`config.mk`:
```
export PLATFORM = sky130hd
export DESIGN_NAME = tpo_timer
export DESIGN_NICKNAME = d
export VERILOG_FILES = /design/src/rtl/tpo_pkg.sv /design/src/rtl/tpo_presc_if.sv /design/src/rtl/tpo_prescaler.sv /design/src/rtl/tpo_timer.sv
export SDC_FILE = /design/constraint.sdc
export NUM_CORES = 1
export LEC_CHECK = 0
export ABC_AREA = 1
export ABC_CLOCK_PERIOD_IN_PS = 3450
export BUFFER_PORTS_ARGS = -buffer_cell sky130_fd_sc_hd__buf_2
export CAP_MARGIN = 10
export CORE_AREA = 2 2 81 142
export DETAILED_ROUTE_END_ITERATION = 16
export DIE_AREA = 0 0 83 144
export PLACE_DENSITY_LB_ADDON = 0.05
export RECOVER_POWER = 50
export SLEW_MARGIN = 20
export SYNTH_ARGS = -nofsm -noshare
export SYNTH_HDL_FRONTEND = slang
export SYNTH_HIERARCHICAL = 1
export SYNTH_SLANG_ARGS = --single-unit
```
`constraint.sdc`:
```
create_clock -name clk_in -period 3.45 [get_ports clk_in]
set_clock_uncertainty 0.1 [all_clocks]
set_input_delay 0.5175 -clock clk_in [delete_from_list [all_inputs] [get_ports clk_in]]
set_output_delay 0.5175 -clock clk_in [all_outputs]
set_load 0.02 [all_outputs]
```
`src/rtl/tpo_pkg.sv`:
```
// constants shared by the timer control/flag block and its prescaler
// assumes an 8-bit register port with byte offsets as listed here
package tpo_pkg;
    // register offsets (byte addresses on the register port)
    localparam logic [7:0] ADDR_COUNT_HI     = 8'h04;
    localparam logic [7:0] ADDR_COUNT_LO     = 8'h05;
    localparam logic [7:0] ADDR_CH_IRQ_EN    = 8'h0c;
    localparam logic [7:0] ADDR_CTRL_TWO     = 8'h0d;
    localparam logic [7:0] ADDR_CH_FLAGS     = 8'h0e;
    localparam logic [7:0] ADDR_OVF_FLAGS    = 8'h0f;
    localparam logic [7:0] ADDR_CH7_CMP_HI   = 8'h1e;
    localparam logic [7:0] ADDR_CH7_CMP_LO   = 8'h1f;
    // channel register window, upper nibble of the address
    localparam logic [3:0] CH_WINDOW_NIBBLE  = 4'h1;

    // field positions in timer_control_two and overflow_flag_register
    localparam int OVF_IRQ_EN_BIT            = 7;
    localparam int RESET_ON_MATCH7_BIT       = 3;
    localparam int PRESCALE_SEL_MSB          = 2;
    localparam int OVF_FLAG_BIT              = 7;

    // reset values, and the all-ones count that marks an overflow
    localparam logic [7:0]  CTRL_TWO_RESET   = 8'h00;
    localparam logic [7:0]  CH_FLAGS_RESET   = 8'h00;
    localparam logic [7:0]  CH_IRQ_EN_RESET  = 8'h00;
    localparam logic [15:0] COUNT_RESET      = 16'h0000;
    localparam logic [15:0] CH7_CMP_RESET    = 16'h0000;
    localparam logic [15:0] COUNT_ALL_ONES   = 16'hffff;

    // prescaler: 3-bit select, divide by 2**select, up to 128
    localparam int          PRESCALE_WIDTH   = 7;
    localparam logic [6:0]  PRESCALE_RESET   = 7'h00;
    localparam logic [2:0]  PRESCALE_SEL_RESET = 3'h0;
endpackage

```
`src/rtl/tpo_presc_if.sv`:
```
// prescaler control and tick between the timer core and its divider
// assumes both ends run on the same bus clock
`timescale 1ns/100ps
`default_nettype none
interface tpo_presc_if;
    logic       run;        // timer enabled, divider counts
    logic       restart;    // counter reset by match, divider back to zero
    logic [2:0] select;     // select as written by software
    logic       tick;       // one-cycle timer clock enable
    logic [2:0] active_sel; // select actually in use

    modport core (output run, output restart, output select, input tick, input active_sel);
    modport presc (input run, input restart, input select, output tick, output active_sel);
endinterface
`default_nettype wire

```
`src/rtl/tpo_prescaler.sv`:
```
// bus clock prescaler making the timer clock enable pulse
// assumes the synchronous reset copy and enables from the timer core
`timescale 1ns/100ps
`default_nettype none
module tpo_prescaler (
    // clock and reset
    input  wire logic clk_in,
    input  wire logic rst_n_in,
    // link to the timer core
    tpo_presc_if.presc pif
);
    logic [tpo_pkg::PRESCALE_WIDTH-1:0] stage;
    logic [tpo_pkg::PRESCALE_WIDTH-1:0] stage_mask;

    // stages below the active select must all be ones for a tick
    assign stage_mask = 7'((8'h01 << pif.active_sel) - 8'h01);

    // divider stages; restart keeps the match period at n*div plus one clock
    always_ff @(posedge clk_in or negedge rst_n_in) begin
        if (!rst_n_in) begin
            stage <= tpo_pkg::PRESCALE_RESET;
        end else if (pif.restart || !pif.run) begin
            stage <= tpo_pkg::PRESCALE_RESET;
        end else begin
            stage <= stage + 7'h01;
        end
    end

    // new select is adopted only where every stage is zero, no short period
    always_ff @(posedge clk_in or negedge rst_n_in) begin
        if (!rst_n_in) begin
            pif.active_sel <= tpo_pkg::PRESCALE_SEL_RESET;
        end else if (stage == tpo_pkg::PRESCALE_RESET) begin
            pif.active_sel <= pif.select;
        end
    end

    // divide by 2**select of the bus clock
    assign pif.tick = pif.run && !pif.restart
                      && ((stage & stage_mask) == stage_mask);
endmodule
`default_nettype wire

```
`src/rtl/tpo_timer.sv`:
```
// timer control and flags: prescaler select, counter, match-7 reset, flags, irq
// assumes one bus clock; channel events and enables come from sibling blocks
`timescale 1ns/100ps
`default_nettype none
module tpo_timer (
    // clock and reset
    input  wire logic        clk_in,
    input  wire logic        rst_n_in,
    // register port
    input  wire logic [7:0]  addr_in,
    input  wire logic [7:0]  wr_data_in,
    input  wire logic        wr_en_in,
    input  wire logic        rd_en_in,
    output logic [7:0]       rd_data_out,
    // enables kept in neighbouring control registers
    input  wire logic        timer_enable_bit_in,
    input  wire logic        pulse_accum_enable_in,
    input  wire logic        fast_flag_clear_enable_in,
    // channel side
    input  wire logic [7:0]  ch_event_in,
    input  wire logic [7:0]  ch_is_compare_in,
    output logic             match7_out,
    output logic [15:0]      free_running_count_out,
    // interrupt
    output logic             irq_out
);
    tpo_presc_if pif ();

    logic        rst_sync1;
    logic        rst_sync_n;
    logic [7:0]  timer_control_two;
    logic [7:0]  channel_irq_enable;
    logic [7:0]  channel_event_flags;
    logic        overflow_flag;
    logic [15:0] free_running_count;
    logic [15:0] channel7_compare_value;
    logic        count_moved;
    logic        do_reset;
    logic        match7_event;
    logic        rollover;
    logic        flag_clear_ok;
    logic        ch_window;
    logic [2:0]  ch_index;
    logic [7:0]  ch_fast_clear;
    logic [7:0]  ch_w1c;
    logic [7:0]  ch_set;
    logic        count_access;
    logic        ovf_clear;
    logic [7:0]  next_rd_data;
    logic        overflow_irq_enable;
    logic        counter_reset_on_match7;

    // reset released through two flops; the first flop feeds only the second
    always_ff @(posedge clk_in or negedge rst_n_in) begin
        if (!rst_n_in) begin
            rst_sync1  <= 1'b0;
            rst_sync_n <= 1'b0;
        end else begin
            rst_sync1  <= 1'b1;
            rst_sync_n <= rst_sync1;
        end
    end

    tpo_prescaler u_presc (
        .clk_in   (clk_in),
        .rst_n_in (rst_sync_n),
        .pif      (pif.presc)
    );

    assign overflow_irq_enable     = timer_control_two[tpo_pkg::OVF_IRQ_EN_BIT];
    assign counter_reset_on_match7 = timer_control_two[tpo_pkg::RESET_ON_MATCH7_BIT];

    assign pif.run     = timer_enable_bit_in;
    assign pif.select  = timer_control_two[tpo_pkg::PRESCALE_SEL_MSB:0];
    assign pif.restart = do_reset;

    // reset on match wins over a tick; held at zero when compare value is zero
    assign do_reset = timer_enable_bit_in && counter_reset_on_match7
                      && (free_running_count == channel7_compare_value);

    // a compare event fires in the first cycle the count holds the value, every cycle while match reset holds it at zero
    assign match7_event = count_moved && (free_running_count == channel7_compare_value);

    // wrap only by ticking past all ones; a match reset is no overflow
    assign rollover = pif.tick && !do_reset
                      && (free_running_count == tpo_pkg::COUNT_ALL_ONES);

    // free-running counter
    always_ff @(posedge clk_in or negedge rst_sync_n) begin
        if (!rst_sync_n) begin
            free_running_count <= tpo_pkg::COUNT_RESET;
            count_moved        <= 1'b0;
        end else if (do_reset) begin
            free_running_count <= tpo_pkg::COUNT_RESET;
            count_moved        <= 1'b1;
        end else if (pif.tick) begin
            free_running_count <= free_running_count + 16'h0001;
            count_moved        <= 1'b1;
        end else begin
            count_moved        <= 1'b0;
        end
    end

    // register decode helpers
    assign ch_window    = (addr_in[7:4] == tpo_pkg::CH_WINDOW_NIBBLE);
    assign ch_index     = addr_in[3:1];
    assign count_access = (rd_en_in || wr_en_in)
                          && ((addr_in == tpo_pkg::ADDR_COUNT_HI)
                              || (addr_in == tpo_pkg::ADDR_COUNT_LO));
    assign flag_clear_ok = timer_enable_bit_in || pulse_accum_enable_in;

    // per channel: fast clear by capture read or compare write, and set sources
    genvar ch;
    generate
        for (ch = 0; ch < 8; ch++) begin : g_ch
            assign ch_fast_clear[ch] = fast_flag_clear_enable_in && ch_window
                && (ch_index == 3'(ch))
                && ((rd_en_in && !ch_is_compare_in[ch])
                    || (wr_en_in && ch_is_compare_in[ch]));
            assign ch_w1c[ch] = wr_en_in && flag_clear_ok
                && (addr_in == tpo_pkg::ADDR_CH_FLAGS) && wr_data_in[ch];
            if (ch == 7) begin : g_seven
                assign ch_set[ch] = ch_event_in[ch]
                    || (match7_event && ch_is_compare_in[ch]);
            end else begin : g_other
                assign ch_set[ch] = ch_event_in[ch];
            end
        end
    endgenerate

    // channel flags: set beats clear so an event in the clear cycle survives
    always_ff @(posedge clk_in or negedge rst_sync_n) begin
        if (!rst_sync_n) begin
            channel_event_flags <= tpo_pkg::CH_FLAGS_RESET;
        end else begin
            channel_event_flags <= (channel_event_flags & ~(ch_w1c | ch_fast_clear))
                                   | ch_set;
        end
    end

    // overflow flag: write one while active, or any counter access in fast mode
    assign ovf_clear = (wr_en_in && flag_clear_ok
                        && (addr_in == tpo_pkg::ADDR_OVF_FLAGS)
                        && wr_data_in[tpo_pkg::OVF_FLAG_BIT])
                       || (fast_flag_clear_enable_in && count_access);

    always_ff @(posedge clk_in or negedge rst_sync_n) begin
        if (!rst_sync_n) begin
            overflow_flag <= 1'b0;
        end else if (rollover) begin
            overflow_flag <= 1'b1;
        end else if (ovf_clear) begin
            overflow_flag <= 1'b0;
        end
    end

    // software-written control registers
    always_ff @(posedge clk_in or negedge rst_sync_n) begin
        if (!rst_sync_n) begin
            timer_control_two  <= tpo_pkg::CTRL_TWO_RESET;
            channel_irq_enable <= tpo_pkg::CH_IRQ_EN_RESET;
        end else if (wr_en_in) begin
            if (addr_in == tpo_pkg::ADDR_CTRL_TWO) begin
                timer_control_two <= wr_data_in & 8'h8f; // bits 6:4 unused
            end
            if (addr_in == tpo_pkg::ADDR_CH_IRQ_EN) begin
                channel_irq_enable <= wr_data_in;
            end
        end
    end

    // channel 7 compare value, written byte by byte
    always_ff @(posedge clk_in or negedge rst_sync_n) begin
        if (!rst_sync_n) begin
            channel7_compare_value <= tpo_pkg::CH7_CMP_RESET;
        end else if (wr_en_in && addr_in == tpo_pkg::ADDR_CH7_CMP_HI) begin
            channel7_compare_value[15:8] <= wr_data_in;
        end else if (wr_en_in && addr_in == tpo_pkg::ADDR_CH7_CMP_LO) begin
            channel7_compare_value[7:0] <= wr_data_in;
        end
    end

    // read mux; unmapped addresses and other channel registers read zero
    always_comb begin
        next_rd_data = 8'h00;
        case (addr_in)
            tpo_pkg::ADDR_COUNT_HI:   next_rd_data = free_running_count[15:8];
            tpo_pkg::ADDR_COUNT_LO:   next_rd_data = free_running_count[7:0];
            tpo_pkg::ADDR_CH_IRQ_EN:  next_rd_data = channel_irq_enable;
            tpo_pkg::ADDR_CTRL_TWO:   next_rd_data = timer_control_two;
            tpo_pkg::ADDR_CH_FLAGS:   next_rd_data = channel_event_flags;
            tpo_pkg::ADDR_OVF_FLAGS:  next_rd_data = {overflow_flag, 7'h00};
            tpo_pkg::ADDR_CH7_CMP_HI: next_rd_data = channel7_compare_value[15:8];
            tpo_pkg::ADDR_CH7_CMP_LO: next_rd_data = channel7_compare_value[7:0];
            default:                  next_rd_data = 8'h00;
        endcase
    end

    // read data stand only in the cycle after the strobe
    always_ff @(posedge clk_in or negedge rst_sync_n) begin
        if (!rst_sync_n) begin
            rd_data_out <= 8'h00;
        end else if (rd_en_in) begin
            rd_data_out <= next_rd_data;
        end else begin
            rd_data_out <= 8'h00;
        end
    end

    // level interrupt from any enabled flag
    always_ff @(posedge clk_in or negedge rst_sync_n) begin
        if (!rst_sync_n) begin
            irq_out <= 1'b0;
        end else begin
            irq_out <= (|(channel_event_flags & channel_irq_enable))
                       || (overflow_flag && overflow_irq_enable);
        end
    end

    // registered copies for the channel logic next door
    always_ff @(posedge clk_in or negedge rst_sync_n) begin
        if (!rst_sync_n) begin
            match7_out             <= 1'b0;
            free_running_count_out <= tpo_pkg::COUNT_RESET;
        end else begin
            match7_out             <= match7_event;
            free_running_count_out <= free_running_count;
        end
    end
endmodule
`default_nettype wire

```
# Word level (Yosys, flattened, before mapping)
# Cells that the tools add are included.
word_totals:
  register_bits: 93
  output_inout_bits: 26
classes:
  mux: 9
  n_bitwise: 7
  shift: 1
  reduce_logical: 91
  n_eq_ne: 19
  n_addsub: 3
ops:
  columns: ["operator", "count"]
  rows:
  - ["$pmux W8 S8", 1]
  - ["$logic_and A1 B1 Y1", 58]
  - ["$eq A8 B4 Y1 const B", 4]
  - ["$mux W16", 2]
  - ["$add A16 B1 Y16 const B", 1]
  - ["$and A8 B8 Y8", 2]
  - ["$eq A16 B16 Y1", 1]
  - ["$eq A16 B16 Y1 const B", 1]
  - ["$eq A8 B3 Y1 const B", 2]
  - ["$eq A8 B5 Y1 const B", 2]
  - ["$or A8 B8 Y8", 2]
  - ["$logic_or A1 B1 Y1", 15]
  - ["$eq A3 B3 Y1 const B", 4]
  - ["$logic_not A1 Y1", 10]
  - ["$mux W8", 1]
  - ["$not A8 Y8", 1]
  - ["$reduce_or A8 Y1", 1]
  - ["$add A7 B1 Y7 const B", 1]
  - ["$and A7 B7 Y7", 1]
  - ["$eq A7 B7 Y1", 1]
  - ["$logic_not A7 Y1", 1]
  - ["$mux W7", 1]
  - ["$shl A1 B3 Y7 const A", 1]
  - ["$sub A7 B1 Y7 const B", 1]
  - ["8 further kinds", 15]

# Logic depth before layout (Yosys ltp)
# Gate-level depths: netlist of run 1.
depth:
  depth_word: 8
  ltp_mapped: 26

# Modules after synthesis
# The synthesis of run 1 kept the hierarchy.
modules_own_cells:
  columns: ["module", "area_per_inst_um2", "cells_per_inst", "instances"]
  rows:
  - ["tpo_timer", 4340.4, 567, 1]
  - ["tpo_prescaler", 531.8, 69, 1]

# Worst setup path before layout of run 1
# No wires, ideal clock.
synth_timing:
  path_type: "reg-to-reg"
  from: "register free_running_count[3]"
  to: "register free_running_count[8]"
  stages_incl_launch_ff: 26
  synth_period_minus_slack_ns: 2.588
  arrival_time_ns: 2.373
  required_time_ns: 3.236
  setup_slack_ns: 0.862
  setup_ns: 0.114
  cell_sequence: "dfrtp_1 buf_2 inv_1 nand2_1 nand2_1 nor2_1 nand2_1 nor2_2 nand3_2 buf_6 inv_2 inv_1 nand2_1 a21oi_1 nand2_1 a21oi_1 buf_2 inv_1 nor2_1 nand2_1 nor2_1 inv_1 o21ai_0 inv_1 nand2_1 inv_1"
synth_via:
  elab_chain_len: 6
  elab_cells_between_ends: 9
  classes_between: "add/sub (1); eq/ne (1); mux (2); reduce/logical (5)"
synth_lines:
  columns: ["item", "line", "text"]
  rows:
  - ["from (decl)", "tpo_timer.sv:35", "logic [15:0] free_running_count;"]
  - ["from (signal assigned)", "tpo_timer.sv:91", "free_running_count <= tpo_pkg::COUNT_RESET;"]
  - ["from (signal assigned)", "tpo_timer.sv:94", "free_running_count <= tpo_pkg::COUNT_RESET;"]
  - ["from (signal assigned)", "tpo_timer.sv:97", "free_running_count <= free_running_count + 16'h0001;"]
  - ["$eq A16 B16 Y1", "tpo_timer.sv:79", "&& (free_running_count == channel7_compare_value);"]
  - ["$logic_and A1 B1 Y1", "tpo_timer.sv:79", null]
  - ["named net do_reset", "tpo_timer.sv:38", "logic do_reset;"]
  - ["$logic_not A1 Y1", "tpo_prescaler.sv:39", "assign pif.tick = pif.run && !pif.restart"]
  - ["$logic_and A1 B1 Y1", "tpo_prescaler.sv:39", null]
  - ["$logic_and A1 B1 Y1", "tpo_prescaler.sv:40", "&& ((stage & stage_mask) == stage_mask);"]
  - ["named net pif.tick", "tpo_presc_if.sv:9", "logic tick;"]
  - ["$reduce_bool A2 Y1 (no source line)", null, null]
# The timed path passes the listed nets, and every way through them passes these cells. The select of a mux whose other input is x is not followed.
# A chain may end at the register's enable or synchronous reset.

# Final worst setup path of run 1
layout_timing:
  from: "register free_running_count[12]"
  to: "register free_running_count[8]"
# The elaborated chain is that of the path after synthesis.

==> implementation parameters, run 1 <==
Parameter                              Value

Yosys
  Sequential-to-total area share from yosys stat    47.8%
  Top cell type by total area after synthesis    sky130_fd_sc_hd__dfrtp_1
  Adder-cell area share of the yosys netlist    less than 1%
  Largest family of logic cells by synthesized area    simple AND/OR/NAND/NOR gates
  Number of nets produced by synthesis    678
  Parity-gate share of the synthesized area counting xor and xnor cells    0.899%
  Post-synth top area share    around 48%
  Avg Cell Area, Syn    ~7.7 um^2
  Cell area after synthesis    4870 um^2
  Share of synthesized cell area in and, or, nand and nor gates    between 30% and 40%
  Post-synthesis mux area share    0%
  Number of warning messages in the yosys log    6
  Number of unique standard cell types used by synthesis    35
  Seq cells post-synth    a little over 90
  Biggest area contributors in the synthesized netlist    sky130_fd_sc_hd__dfrtp_1, sky130_fd_sc_hd__nand2_1, sky130_fd_sc_hd__inv_1, sky130_fd_sc_hd__nand3_1, sky130_fd_sc_hd__nor2_1
  Post-Syn Instances    636
  Synthesized-area fraction occupied by ao, oa, aoi and oai cells    10.0%

Worst setup path
  Endpoint type of the worst setup path    flop
  Critical Path Source Type    flop
  Worst Setup Path Type    flop to flop
  Arr. time, crit path    around 3 ns
  Data required time of the critical path    ~3.6 ns
  Worst setup slack for register-to-register paths    0.62 ns
  RR Startpoint    free_running_count[12]
  Max Fanout on Critical Path    9
  Setup crit start    free_running_count[12]

Clock tree
  CTS H-tree depth    3
  Clock tree from TritonCTS    built
  Post-cts gate resize count    0
  Post-cts hold buffer count    1
  Post-CTS setup repair buffer count    0
  Clock network latency to the later pin of the worst-skew pair    approximately 0.35 ns
  CTS Buf Count    9
  Clock-pin slew on the worst setup and hold paths    0.06 ns
  Clock Sink Count    93
  Buffers from clock root to sink, at most    2
  Root buffer cell    sky130_fd_sc_hd__clkbuf_16

Detailed routing
  DRT Wirelength    between 10,000 and 15,000 um
  Total via count after detailed routing    between 4,000 and 5,000
  Average vias per placed instance    5.12
  Final antenna-violating net count    0
  Violation count after the first detailed-routing iteration    215
  Post-route DRC    0
  Routed wire length per instance    around 15 um
  Detailed Routing Iterations Pass 1    5

Placed design
  Weighted congestion reported at the end of routability-driven placement    0.887
  Placed instance area    5320 um^2
  IO buf count    64
  Estimated wirelength of the detail-placed design    10000 um

Timing
  Final Slew Violations    48
  Total setup violations reported at the end of the flow    0
  Highest clock rate    between 0.3 and 0.4 GHz
  Final min period    2.83 ns
  Transition time at the pin with the least slew margin    ~2.0 ns
  Sum of negative setup slack    0 ns
  Worst max-slew margin expressed relative to the limit    -32.6%
  Number of hold-slack violations in the final timing report    0
  Tcrit/Tclk final    roughly 80%
  Setup repair after global routing missed its margin    false

Global routing
  Met1 Resource Use GR    between 20% and 30%
  Global-route wire length before repair    around 21,000 um
  Met3 capacity usage during global routing    4.05%
  Pin count of the biggest net entering global routing    48
  Antenna violations before repair    0
  Met2 usage    roughly two fifths
  Via count of the first global-routing pass    about 4,300
  Remaining Overflow, GRT    0
  Layer with the highest usage    met2
  Overall track demand over capacity in global routing    a little under a quarter

Floorplan
  Rows    slightly above 50
  Vert. Die Dim    around 140 um
  Initial core utilization    approximately 45%
  Die W    roughly 83 um
  Placeable core region    around 11,000 um^2
  Die Footprint    12,000 um^2
  Ports placed on the boundary    65

Final layout
  Most frequent standard cell in the layout excluding fill and tap cells    sky130_fd_sc_hd__nand2_1
  Storage cell area    between 2000 and 2500 um^2
  Layout Area Growth over Synthesis    15.3%
  Area used by multi-input combinational logic    2080 um^2
  Number of fillers in the final layout    around 1,100
  Design area    between 5000 and 6000 um^2
  Net count reported at finish    between 700 and 800
  Number of inserted diodes    0
  Most frequent cells in the layout    sky130_fd_sc_hd__nand2_1, sky130_fd_sc_hd__dfrtp_1, sky130_fd_sc_hd__inv_1
  Share of post-route cells with drive strength above 1    between 10% and 20%

Power and ir drop
  Leakage power total    roughly 2.9 nW
  PnR Total Power    between 2 and 3 mW
  Power density cells    ~520 nW/um^2
  Worst ir drop on vdd    between 300 and 400 uV

Run status
  Violations in the final reports    max-capacitance violations, max-slew violations
  Status    complete, but fails checks

Hold path
  Class of the most critical hold timing path    input port to flop
  Worst hold path startpoint    ch_event_in[1]

Run
  Max-cap check violation count    1
==> path summary, 6_finish.rpt <==
| kind | to | cells past startpoint |
|---|---|---|
| min reg2reg | rst_sync_n | 0 |
| max | free_running_count[8] | 23 |
| max in group asynchronous | u_presc/stage[1] | 1 |
| max reg2reg | free_running_count[8] | 23 |
| min in group asynchronous | rst_sync_n | 2 |
| min | channel_event_flags[1] | 3 |
==> sequential cells by signal, summed over array words and instances, names as in the netlist, 3 cells and up <==
signal and count:
free_running_count_out 16, timer_control_two 5, rd_data_out 8, channel_event_flags 8
u_presc/pif.active_sel 3, channel7_compare_value 16, u_presc/stage 7, channel_irq_enable 8
free_running_count 16
==> logic make-up (layout without fill, tap and decap cells) <==
group | after synthesis | after routing
XOR/XNOR | 5 | 5
buffers and inverters | 112 | 185
AND/OR/NAND/NOR | 339 | 339
other | 1 | 1
adder cells (fa/ha/maj) | 3 | 3
flip-flops | 93 | 93
AO/OA/AOI/OAI | 83 | 83
==> power by group <==
part	leakage [nW]	switching, mW	total [mW]	internal [mW]
combinational	1.57	0.346	0.531	0.185
sequential	1.15	0.143	1.35	1.21
clock	0.147	0.419	1.05	0.635
total	2.87	0.908	2.94	2.03
==> worst max-delay path, stage by stage, from the launching register on <==
cell,delay [ns]
sky130_fd_sc_hd__dfrtp_1,0.46
sky130_fd_sc_hd__inv_1,0.14
sky130_fd_sc_hd__nand2_1,0.06
sky130_fd_sc_hd__nand2_1,0.05
sky130_fd_sc_hd__nor2_1,0.06
sky130_fd_sc_hd__nand2_1,0.07
sky130_fd_sc_hd__nor2_2,0.05
sky130_fd_sc_hd__nand3_2,0.09
sky130_fd_sc_hd__inv_2,0.03
sky130_fd_sc_hd__inv_1,0.04
sky130_fd_sc_hd__nand2_1,0.09
sky130_fd_sc_hd__a21oi_1,0.12
sky130_fd_sc_hd__nand2_1,0.06
sky130_fd_sc_hd__a21oi_1,0.11
sky130_fd_sc_hd__buf_4,0.18
sky130_fd_sc_hd__inv_1,0.06
sky130_fd_sc_hd__nor2_1,0.27
sky130_fd_sc_hd__nand2_1,0.12
sky130_fd_sc_hd__nor2_1,0.19
sky130_fd_sc_hd__inv_1,0.08
sky130_fd_sc_hd__o21ai_0,0.15
sky130_fd_sc_hd__inv_1,0.05
sky130_fd_sc_hd__nand2_1,0.05
sky130_fd_sc_hd__inv_1,0.04
==> cell usage after synthesis (all sizes together) <==
cell type and number:
nand4 8, dfrtp 93, xor2 5, nand3 69
clkbuf 2, o211ai 4, clkinv 1, buf 13
and2 1, a221oi 2, conb 1, a21oi 21
o21bai 1, o2111ai 3, nor3 6, and3 1
inv 96, or2 3, a31o 3, o21ai 49
nor2 72, nand2 179, ha 3
==> layout make-up <==
cell class | count | share of cell area, %
Sequential cell | 93 | 41.4
Multi-Input combinational cell | 431 | 37.0
Timing Repair Buffer | 72 | 6.64
Inverter | 97 | 6.48
Clock buffer | 12 | 4.21
Tap cell | 132 | 2.94
Clock inverter | 4 | 1.29
==> layer usage <==
layer  vias to the layer above  wire (um)
met5                         -          0
met4                         0        477
met3                        34        534
met2                       124       6790
met1                      1995       5170
li1                       2149          -
==> stage by stage <==
stage	setup WS, ns	hold WS, ns	util (%)	std cells
after detailed placement	0.604	0.203	48.7	824
final	0.621	0.246	51.5	841
after global routing	0.309	0.255	51.5	841
after floorplan	0.568	0.122	-	636
after CTS	0.587	0.243	51.7	841
after global placement	0.608	0.202	48.7	824
Power figures use the tool's default switching activity.
==> run 2: changes to the inputs <==
ABC_AREA = 0   (was 1)
ABC_CLOCK_PERIOD_IN_PS = 2900   (was 3450)
CORE_AREA = 2 2 80 139   (was 2 2 81 142)
DIE_AREA = 0 0 82 141   (was 0 0 83 144)
clock period = 2.9 ns   (was 3.45 ns; I/O delays follow)
==> run 2 against run 1 <==
Effect of this change: the run still ends with max-capacitance violations, max-slew violations left; die area fell by 3.3%; critical path depth down 11; combinational power grew 29%.
==> implementation parameters, run 2 <==
Parameter                              Value

Timing
  Final Slew Violations    46
  Sum of negative setup slack    0 ns
  Worst slack on hold paths    about 0.17 ns
  Highest clock rate    ~0.36 GHz
  Transition time at the pin with the least slew margin    ~2.0 ns
  Tcrit/Tclk final    94.9%
  Worst max-slew margin expressed relative to the limit    -30.3%
  Number of hold-slack violations in the final timing report    0
  Final min period    around 2.8 ns
  Total setup violations reported at the end of the flow    0
  Post-route setup slack    0.148 ns

Placed design
  Pre-CTS worst setup slack    ~0.16 ns
  Weighted congestion reported at the end of routability-driven placement    approximately 0.90
  Estimated wirelength of the detail-placed design    10,200 um
  Placed instance area    5310 um^2
  IO buf count    64
  Placed cell count    617

Power and ir drop
  Worst ir drop on vdd    roughly 340 uV
  Cell internal pwr    about 2.5 mW
  Switching power as a share of total power    28.7%
  Sequential Power Share    a little over two fifths
  Switching pwr    between 1 and 1.5 mW
  Clock Power Share    between 30% and 40%
  Leakage power total    around 2.5 nW
  PnR Total Power    3.50 mW
  Power density cells    between 600 and 700 nW/um^2
  Combinational fraction of design power    19.5%

Yosys
  Share of async-settable or async-resettable flops after synthesis    100%
  Commonest cells in the synthesized netlist    sky130_fd_sc_hd__dfrtp_1, sky130_fd_sc_hd__mux2_2, sky130_fd_sc_hd__a21oi_1
  Post-synth top area share    between 40% and 50%
  Avg Cell Area, Syn    ~11 um^2
  Post-Syn Instances    approximately 420
  Cell area after synthesis    ~4700 um^2
  Number of warning messages in the yosys log    6
  Primary flip-flop cell chosen by synthesis mapping    sky130_fd_sc_hd__dfrtp_1
  Number of nets produced by synthesis    460
  Post-synth EDFFs    0
  Seq cells post-synth    between 90 and 100
  Number of unique standard cell types used by synthesis    56
  Most numerous cell in the Yosys netlist    sky130_fd_sc_hd__dfrtp_1
  Biggest area contributors in the synthesized netlist    sky130_fd_sc_hd__dfrtp_1, sky130_fd_sc_hd__mux2_2, sky130_fd_sc_hd__xnor2_1, sky130_fd_sc_hd__a21oi_1, sky130_fd_sc_hd__mux2i_1
  Sequential-to-total area share from yosys stat    49.7%
  Top cell type by total area after synthesis    sky130_fd_sc_hd__dfrtp_1

Global routing
  Pin count of the biggest net entering global routing    between 40 and 50
  Via count of the first global-routing pass    roughly 3,800
  Global-route wire length before repair    21,000 um
  Met1 Resource Use GR    28.1%
  Met2 usage    44.7%
  Layer with the highest usage    met2
  Remaining Overflow, GRT    0
  Antenna violations before repair    0
  Overall track demand over capacity in global routing    roughly 25%
  Met3 capacity usage during global routing    3.20%

Worst setup path
  Max Fanout on Critical Path    4
  Endpoint type of the worst setup path    flop
  Cell occurring most often along the worst timing path    sky130_fd_sc_hd__nand3_1
  Arr. time, crit path    between 2 and 3 ns
  Buf/Inv on CP    0
  Cell-by-cell trace of the critical path    xnor2_1 > nand4_1 > nor4_2 > and2_1 > nand2b_4 > a21oi_2 > nand3_1 > a21oi_1 > nand3_1 > or2_2 > or3_1 > a22oi_1
  Max stage delay on crit path    approximately 0.41 ns
  Worst path top cell family by delay    simple AND/OR/NAND/NOR gates
  Worst Setup Path Type    flop to flop
  Critical Path Source Type    flop
  Data required time of the critical path    a little over 3 ns
  Worst-path cell with the longest stage delay    sky130_fd_sc_hd__dfrtp_1

Floorplan
  Die Footprint    roughly 12,000 um^2
  Die W    just over 80 um
  Vert. Die Dim    about 140 um
  Initial core utilization    44.6%
  Placeable core region    about 11,000 um^2
  Rows    50
  Ports placed on the boundary    65

Detailed routing
  Post-route DRC    0
  Average vias per placed instance    between 5 and 6
  Final antenna-violating net count    0
  Violation count after the first detailed-routing iteration    between 200 and 250
  Routed wire length per instance    21.1 um
  Total via count after detailed routing    ~3,600
  DRT Wirelength    13,400 um
  Detailed Routing Iterations Pass 1    4

Final layout
  Design area    5600 um^2
  Number of fillers in the final layout    approximately 960
  Count of non-filler cells in the finished layout    between 600 and 700
  Most frequent cells in the layout    sky130_fd_sc_hd__dfrtp_1, sky130_fd_sc_hd__buf_2, sky130_fd_sc_hd__mux2_2
  Most frequent standard cell in the layout excluding fill and tap cells    sky130_fd_sc_hd__dfrtp_1
  Share of post-route cells with drive strength above 1    30.0%
  Net count reported at finish    around 540
  Final core utilization    53.3%
  Largest registers    channel7_compare_value (16), free_running_count (16), free_running_count_out (16)
  Number of inserted diodes    0
  Layout Area Growth over Synthesis    19.4%

Hold path
  Class of the most critical hold timing path    input port to flop

Clock tree
  Buffers from clock root to sink, at most    2
  Clock network latency to the later pin of the worst-skew pair    about 0.34 ns
  Clock-pin slew on the worst setup and hold paths    ~0.07 ns
  Root buffer cell    sky130_fd_sc_hd__clkbuf_16
  Clock tree from TritonCTS    built
  Clock Sink Count    93
  CTS H-tree depth    3
  CTS Buf Count    9

Run status
  Status    complete, but fails checks
  Violations in the final reports    max-capacitance violations, max-slew violations

Run
  Max-cap check violation count    1
==> run 2: cell count changes in the layout (fill, tap and decap cells not counted), sizes merged, moves of 23 or more <==
| cell | before | now |
|---|---|---|
| inv | 96 | 8 |
| mux2 | 0 | 42 |
| nand2 | 179 | 16 |
| nand3 | 69 | 19 |
| nor2 | 72 | 16 |
| o21ai | 49 | 12 |
| xnor2 | 0 | 23 |
==> run 2: timing repair <==
action                                  4_1_cts  5_1_grt
resized for setup                             0        1
endpoints found under the setup margin        0        1
hold buffers                                  1        0
hold endpoints to repair                      2        0
buffers inserted                              0        0
==> run 2: power groups by stage <==
stage | Sequential [mW] | Clock [mW] | Combinational [mW]
5_1_grt | 1.52 | 1.40 | 0.742
3_5_place_dp | 1.53 | 0 | 0.720
3_3_place_gp | 1.53 | 0 | 0.722
2_1_floorplan | 1.61 | 0 | 0.349
4_1_cts | 1.51 | 1.34 | 0.724
6_report | 1.51 | 1.31 | 0.683
==> run 2: logic make-up (layout without fill, tap and decap cells) <==
logic type / after synthesis / count (layout) / synth area share (%)
other: 1 / 1 / 0.0800
AND/OR/NAND/NOR: 121 / 121 / 15.5
multiplexers: 54 / 54 / 13.3
flip-flops: 93 / 93 / 49.7
XOR/XNOR: 32 / 32 / 5.98
adder cells (fa/ha/maj): 3 / 3 / 0.801
AO/OA/AOI/OAI: 81 / 81 / 11.3
buffers and inverters: 33 / 119 / 3.31
==> run 2: worst reg2reg max path, cell delays in order, from the launching register on <==
cell and delay (ns):
sky130_fd_sc_hd__dfrtp_1 0.41, sky130_fd_sc_hd__xnor2_1 0.17, sky130_fd_sc_hd__nand4_1 0.14, sky130_fd_sc_hd__nor4_2 0.07, sky130_fd_sc_hd__and2_1 0.13, sky130_fd_sc_hd__nand2b_4 0.14
sky130_fd_sc_hd__a21oi_2 0.10, sky130_fd_sc_hd__nand3_1 0.08, sky130_fd_sc_hd__a21oi_1 0.27, sky130_fd_sc_hd__nand3_1 0.22, sky130_fd_sc_hd__or2_2 0.35, sky130_fd_sc_hd__or3_1 0.34
sky130_fd_sc_hd__a22oi_1 0.15
==> run 2: layout make-up <==
class                           count  area (um^2)  share of cell area (%)
Clock buffer                       12          256                    4.58
Clock inverter                      4         78.8                    1.41
Sequential cell                    93         2330                    41.6
Inverter                            7         26.3                   0.469
Timing Repair Buffer               96          518                    9.26
Tap cell                          130          163                    2.91
Multi-Input combinational cell    292         2230                    39.8
==> run 2: path summary, 6_finish.rpt <==
kind / startpoint / end / slack [ns] / cells after the start
worst min-delay path: ch_event_in[5] / channel_event_flags[5] / 0.17 / 2
worst max-delay path: channel7_compare_value[0] / free_running_count[12] / 0.15 / 12
min in group asynchronous: rst_n_in / rst_sync1 / 0.30 / 2
worst min register to register: rst_sync1 / rst_sync_n / 0.26 / 0
worst max register to register: channel7_compare_value[0] / free_running_count[12] / 0.15 / 12
max in group asynchronous: rst_sync_n / free_running_count_out[2] / 0.85 / 0
==> run 2: metal layers <==
layer / vias to the layer above / wire, um
met4: 0 / 493
met2: 99 / 7370
met3: 26 / 447
met5: - / 0
li1: 1686 / -
met1: 1806 / 5070
==> run 3: changes to the inputs <==
RECOVER_POWER = unset   (was 50)
==> run 3 against run 2 <==
Effect of this change: the run now ends clean; wire length unchanged; clock-buffer cell count unchanged; first-iteration DRC count up 5.4%; register-to-register slack about the same; via count down 0.50%; maximum frequency about the same; sequential power about the same; hold slack worse by 0.0026 ns; global-route usage unchanged; power up 1.0%; die area unchanged.
==> implementation parameters, run 3 (synthesis gave the netlist of run 2 again) <==
Parameter                              Value

Run status
  Status    complete, no violations

Worst setup path
  Arr. time, crit path    between 2 and 3 ns
  Max stage delay on crit path    roughly 0.41 ns
  Data required time of the critical path    between 3 and 4 ns
  Max Fanout on Critical Path    4
  Cell-by-cell trace of the critical path    xnor2_1 > nand4_1 > nor4_2 > and2_1 > nand2b_4 > a21oi_2 > nand3_1 > a21oi_1 > nand3_1 > or2_2 > or3_1 > a22oi_1
  Critical Path Source Type    flop
  Cell count of the worst reg-to-reg path    12
  RR Startpoint    channel7_compare_value[0]
  Worst setup slack for register-to-register paths    between 0.1 and 0.15 ns
  Worst Setup Path Type    flop to flop
  Worst-path cell with the longest stage delay    sky130_fd_sc_hd__dfrtp_1
  Endpoint type of the worst setup path    flop
  Destination of the worst register-to-register timing path    free_running_count[12]
  Cell occurring most often along the worst timing path    sky130_fd_sc_hd__nand3_1

Timing
  Post-route setup slack    0.149 ns
  Final Slew Violations    0
  Transition time at the pin with the least slew margin    around 0.70 ns
  Tcrit/Tclk final    a little over nine tenths
  Highest clock rate    ~0.36 GHz
  Total setup violations reported at the end of the flow    0
  Number of hold-slack violations in the final timing report    0
  Worst max-slew margin expressed relative to the limit    between 50% and 60%
  Final min period    2.75 ns

Detailed routing
  Average vias per placed instance    between 5 and 6
  Post-route DRC    0
  Length of routed wiring on met1    5090 um
  Met2 wirelength from detailed routing    about 7400 um
  Violation count after the first detailed-routing iteration    around 230
  Final antenna-violating net count    0
  Routed length on met3    around 410 um
  Routed wire length per instance    21.1 um
  Detailed Routing Iterations Pass 1    6
  Total via count after detailed routing    between 3,000 and 4,000
  Highest layer used for signal routing    met4
  DRT Wirelength    13,400 um

Clock tree
  Clock network latency to the later pin of the worst-skew pair    0.34 ns
  Clock-pin slew on the worst setup and hold paths    approximately 0.070 ns
  Clock Sink Count    93
  Root buffer cell    sky130_fd_sc_hd__clkbuf_16
  CTS H-tree depth    3
  Buffers from clock root to sink, at most    2
  Clock tree from TritonCTS    built
  Post-CTS setup repair buffer count    0
  CTS Buf Count    9

Final layout
  Net count reported at finish    about 540
  Most frequent cells in the layout    sky130_fd_sc_hd__dfrtp_1, sky130_fd_sc_hd__buf_2, sky130_fd_sc_hd__mux2_2
  Layout Area Growth over Synthesis    20.7%
  Count of non-filler cells in the finished layout    about 630
  Most frequent standard cell in the layout excluding fill and tap cells    sky130_fd_sc_hd__dfrtp_1
  Design area    5660 um^2
  Largest registers    channel7_compare_value (16), free_running_count (16), free_running_count_out (16)
  Share of post-route cells with drive strength above 1    between 30% and 40%
  Number of inserted diodes    0

Power and ir drop
  Worst ir drop on vdd    between 300 and 400 uV
  Power density cells    roughly 630 nW/um^2
  Leakage power total    between 2 and 3 nW
  PnR Total Power    3.54 mW

Floorplan
  Ports placed on the boundary    65
  Vert. Die Dim    ~140 um
  Rows    50
  Die W    82 um
  Initial core utilization    roughly 45%
  Placeable core region    roughly 11,000 um^2
  Die Footprint    11,600 um^2

Global routing
  Pin count of the biggest net entering global routing    between 40 and 50
  Via count of the first global-routing pass    between 3,000 and 4,000
  Remaining Overflow, GRT    0
  Overall track demand over capacity in global routing    about a quarter
  Global-route wire length before repair    21,000 um
  Antenna violations before repair    0

Run
  Max-cap check violation count    0

Placed design
  Estimated wirelength of the detail-placed design    around 10,000 um
  Placed cell count    617
  Weighted congestion reported at the end of routability-driven placement    a little under 0.9
  Placed instance area    5310 um^2
  Pre-CTS worst setup slack    around 0.16 ns
  IO buf count    64

Hold path
  Worst hold path startpoint    ch_event_in[5]
  Hold-critical path depth    2
  Class of the most critical hold timing path    input port to flop
  WHS Endpoint    channel_event_flags[5]
## run 3: what timing repair did
item,CTS,global route
endpoints found under the hold margin,2,0
gates resized for setup,0,1
setup endpoints to repair,0,1
hold buffers,1,0
## run 3: worst max path at each step
stage	startpoint	endpoint	slack [ns]	cells past startpoint
finish	channel7_compare_value[0]	free_running_count[12]	0.15	12
global route	channel7_compare_value[13]	free_running_count[12]	-0.005	12
CTS	channel7_compare_value[0]	free_running_count[12]	0.15	12
detailed placement	channel7_compare_value[0]	free_running_count[12]	0.16	12
global placement	channel7_compare_value[1]	overflow_flag	0.19	13
floorplan	rst_sync_n	channel7_compare_value[0]	0.02	0
## run 3: final cells by class
type / count / area [um^2]
clock buffer: 12 / 256
timing repair buffer: 96 / 576
sequential: 93 / 2330
fill: 954 / 4850
tap: 130 / 163
clock inverter: 4 / 78.8
inverter: 7 / 26.3
multi-input combinational: 292 / 2230
## run 3: metal layers
metal | vias to the layer above | track usage [%]
met5 | - | 0
met4 | 0 | 11.6
met3 | 28 | 3.20
met2 | 96 | 44.7
met1 | 1792 | 28.1
li1 | 1683 | -
## run 3: worst max-delay path, delay by kind of cell, from the launching register on
family                    cells  cell delay (ns)
DFF                           1             0.41
xor gates and xnor gates      1             0.18
AOI/OAI and AO/OA             3             0.51
and+or+nand+nor               8             1.47
## run 3: per-stage QoR
| stage | util (%) | hold WS [ns] | setup TNS, ns |
|---|---|---|---|
| 2_1_floorplan | - | 0.0394 | 0 |
| 3_3_place_gp | 50.5 | 0.121 | 0 |
| 3_5_place_dp | 50.5 | 0.124 | 0 |
| 4_1_cts | 53.8 | 0.167 | 0 |
| 5_1_grt | 53.8 | 0.171 | -0.00477 |
| 6_report | 53.8 | 0.169 | 0 |
## run 3: where the power goes
group	internal [mW]	total [mW]	switching [mW]	leakage [nW]
Clock	0.809	1.32	0.507	0.161
Sequential	1.42	1.51	0.0863	1.22
Combinational	0.300	0.714	0.414	1.19
Total	2.53	3.54	1.01	2.57
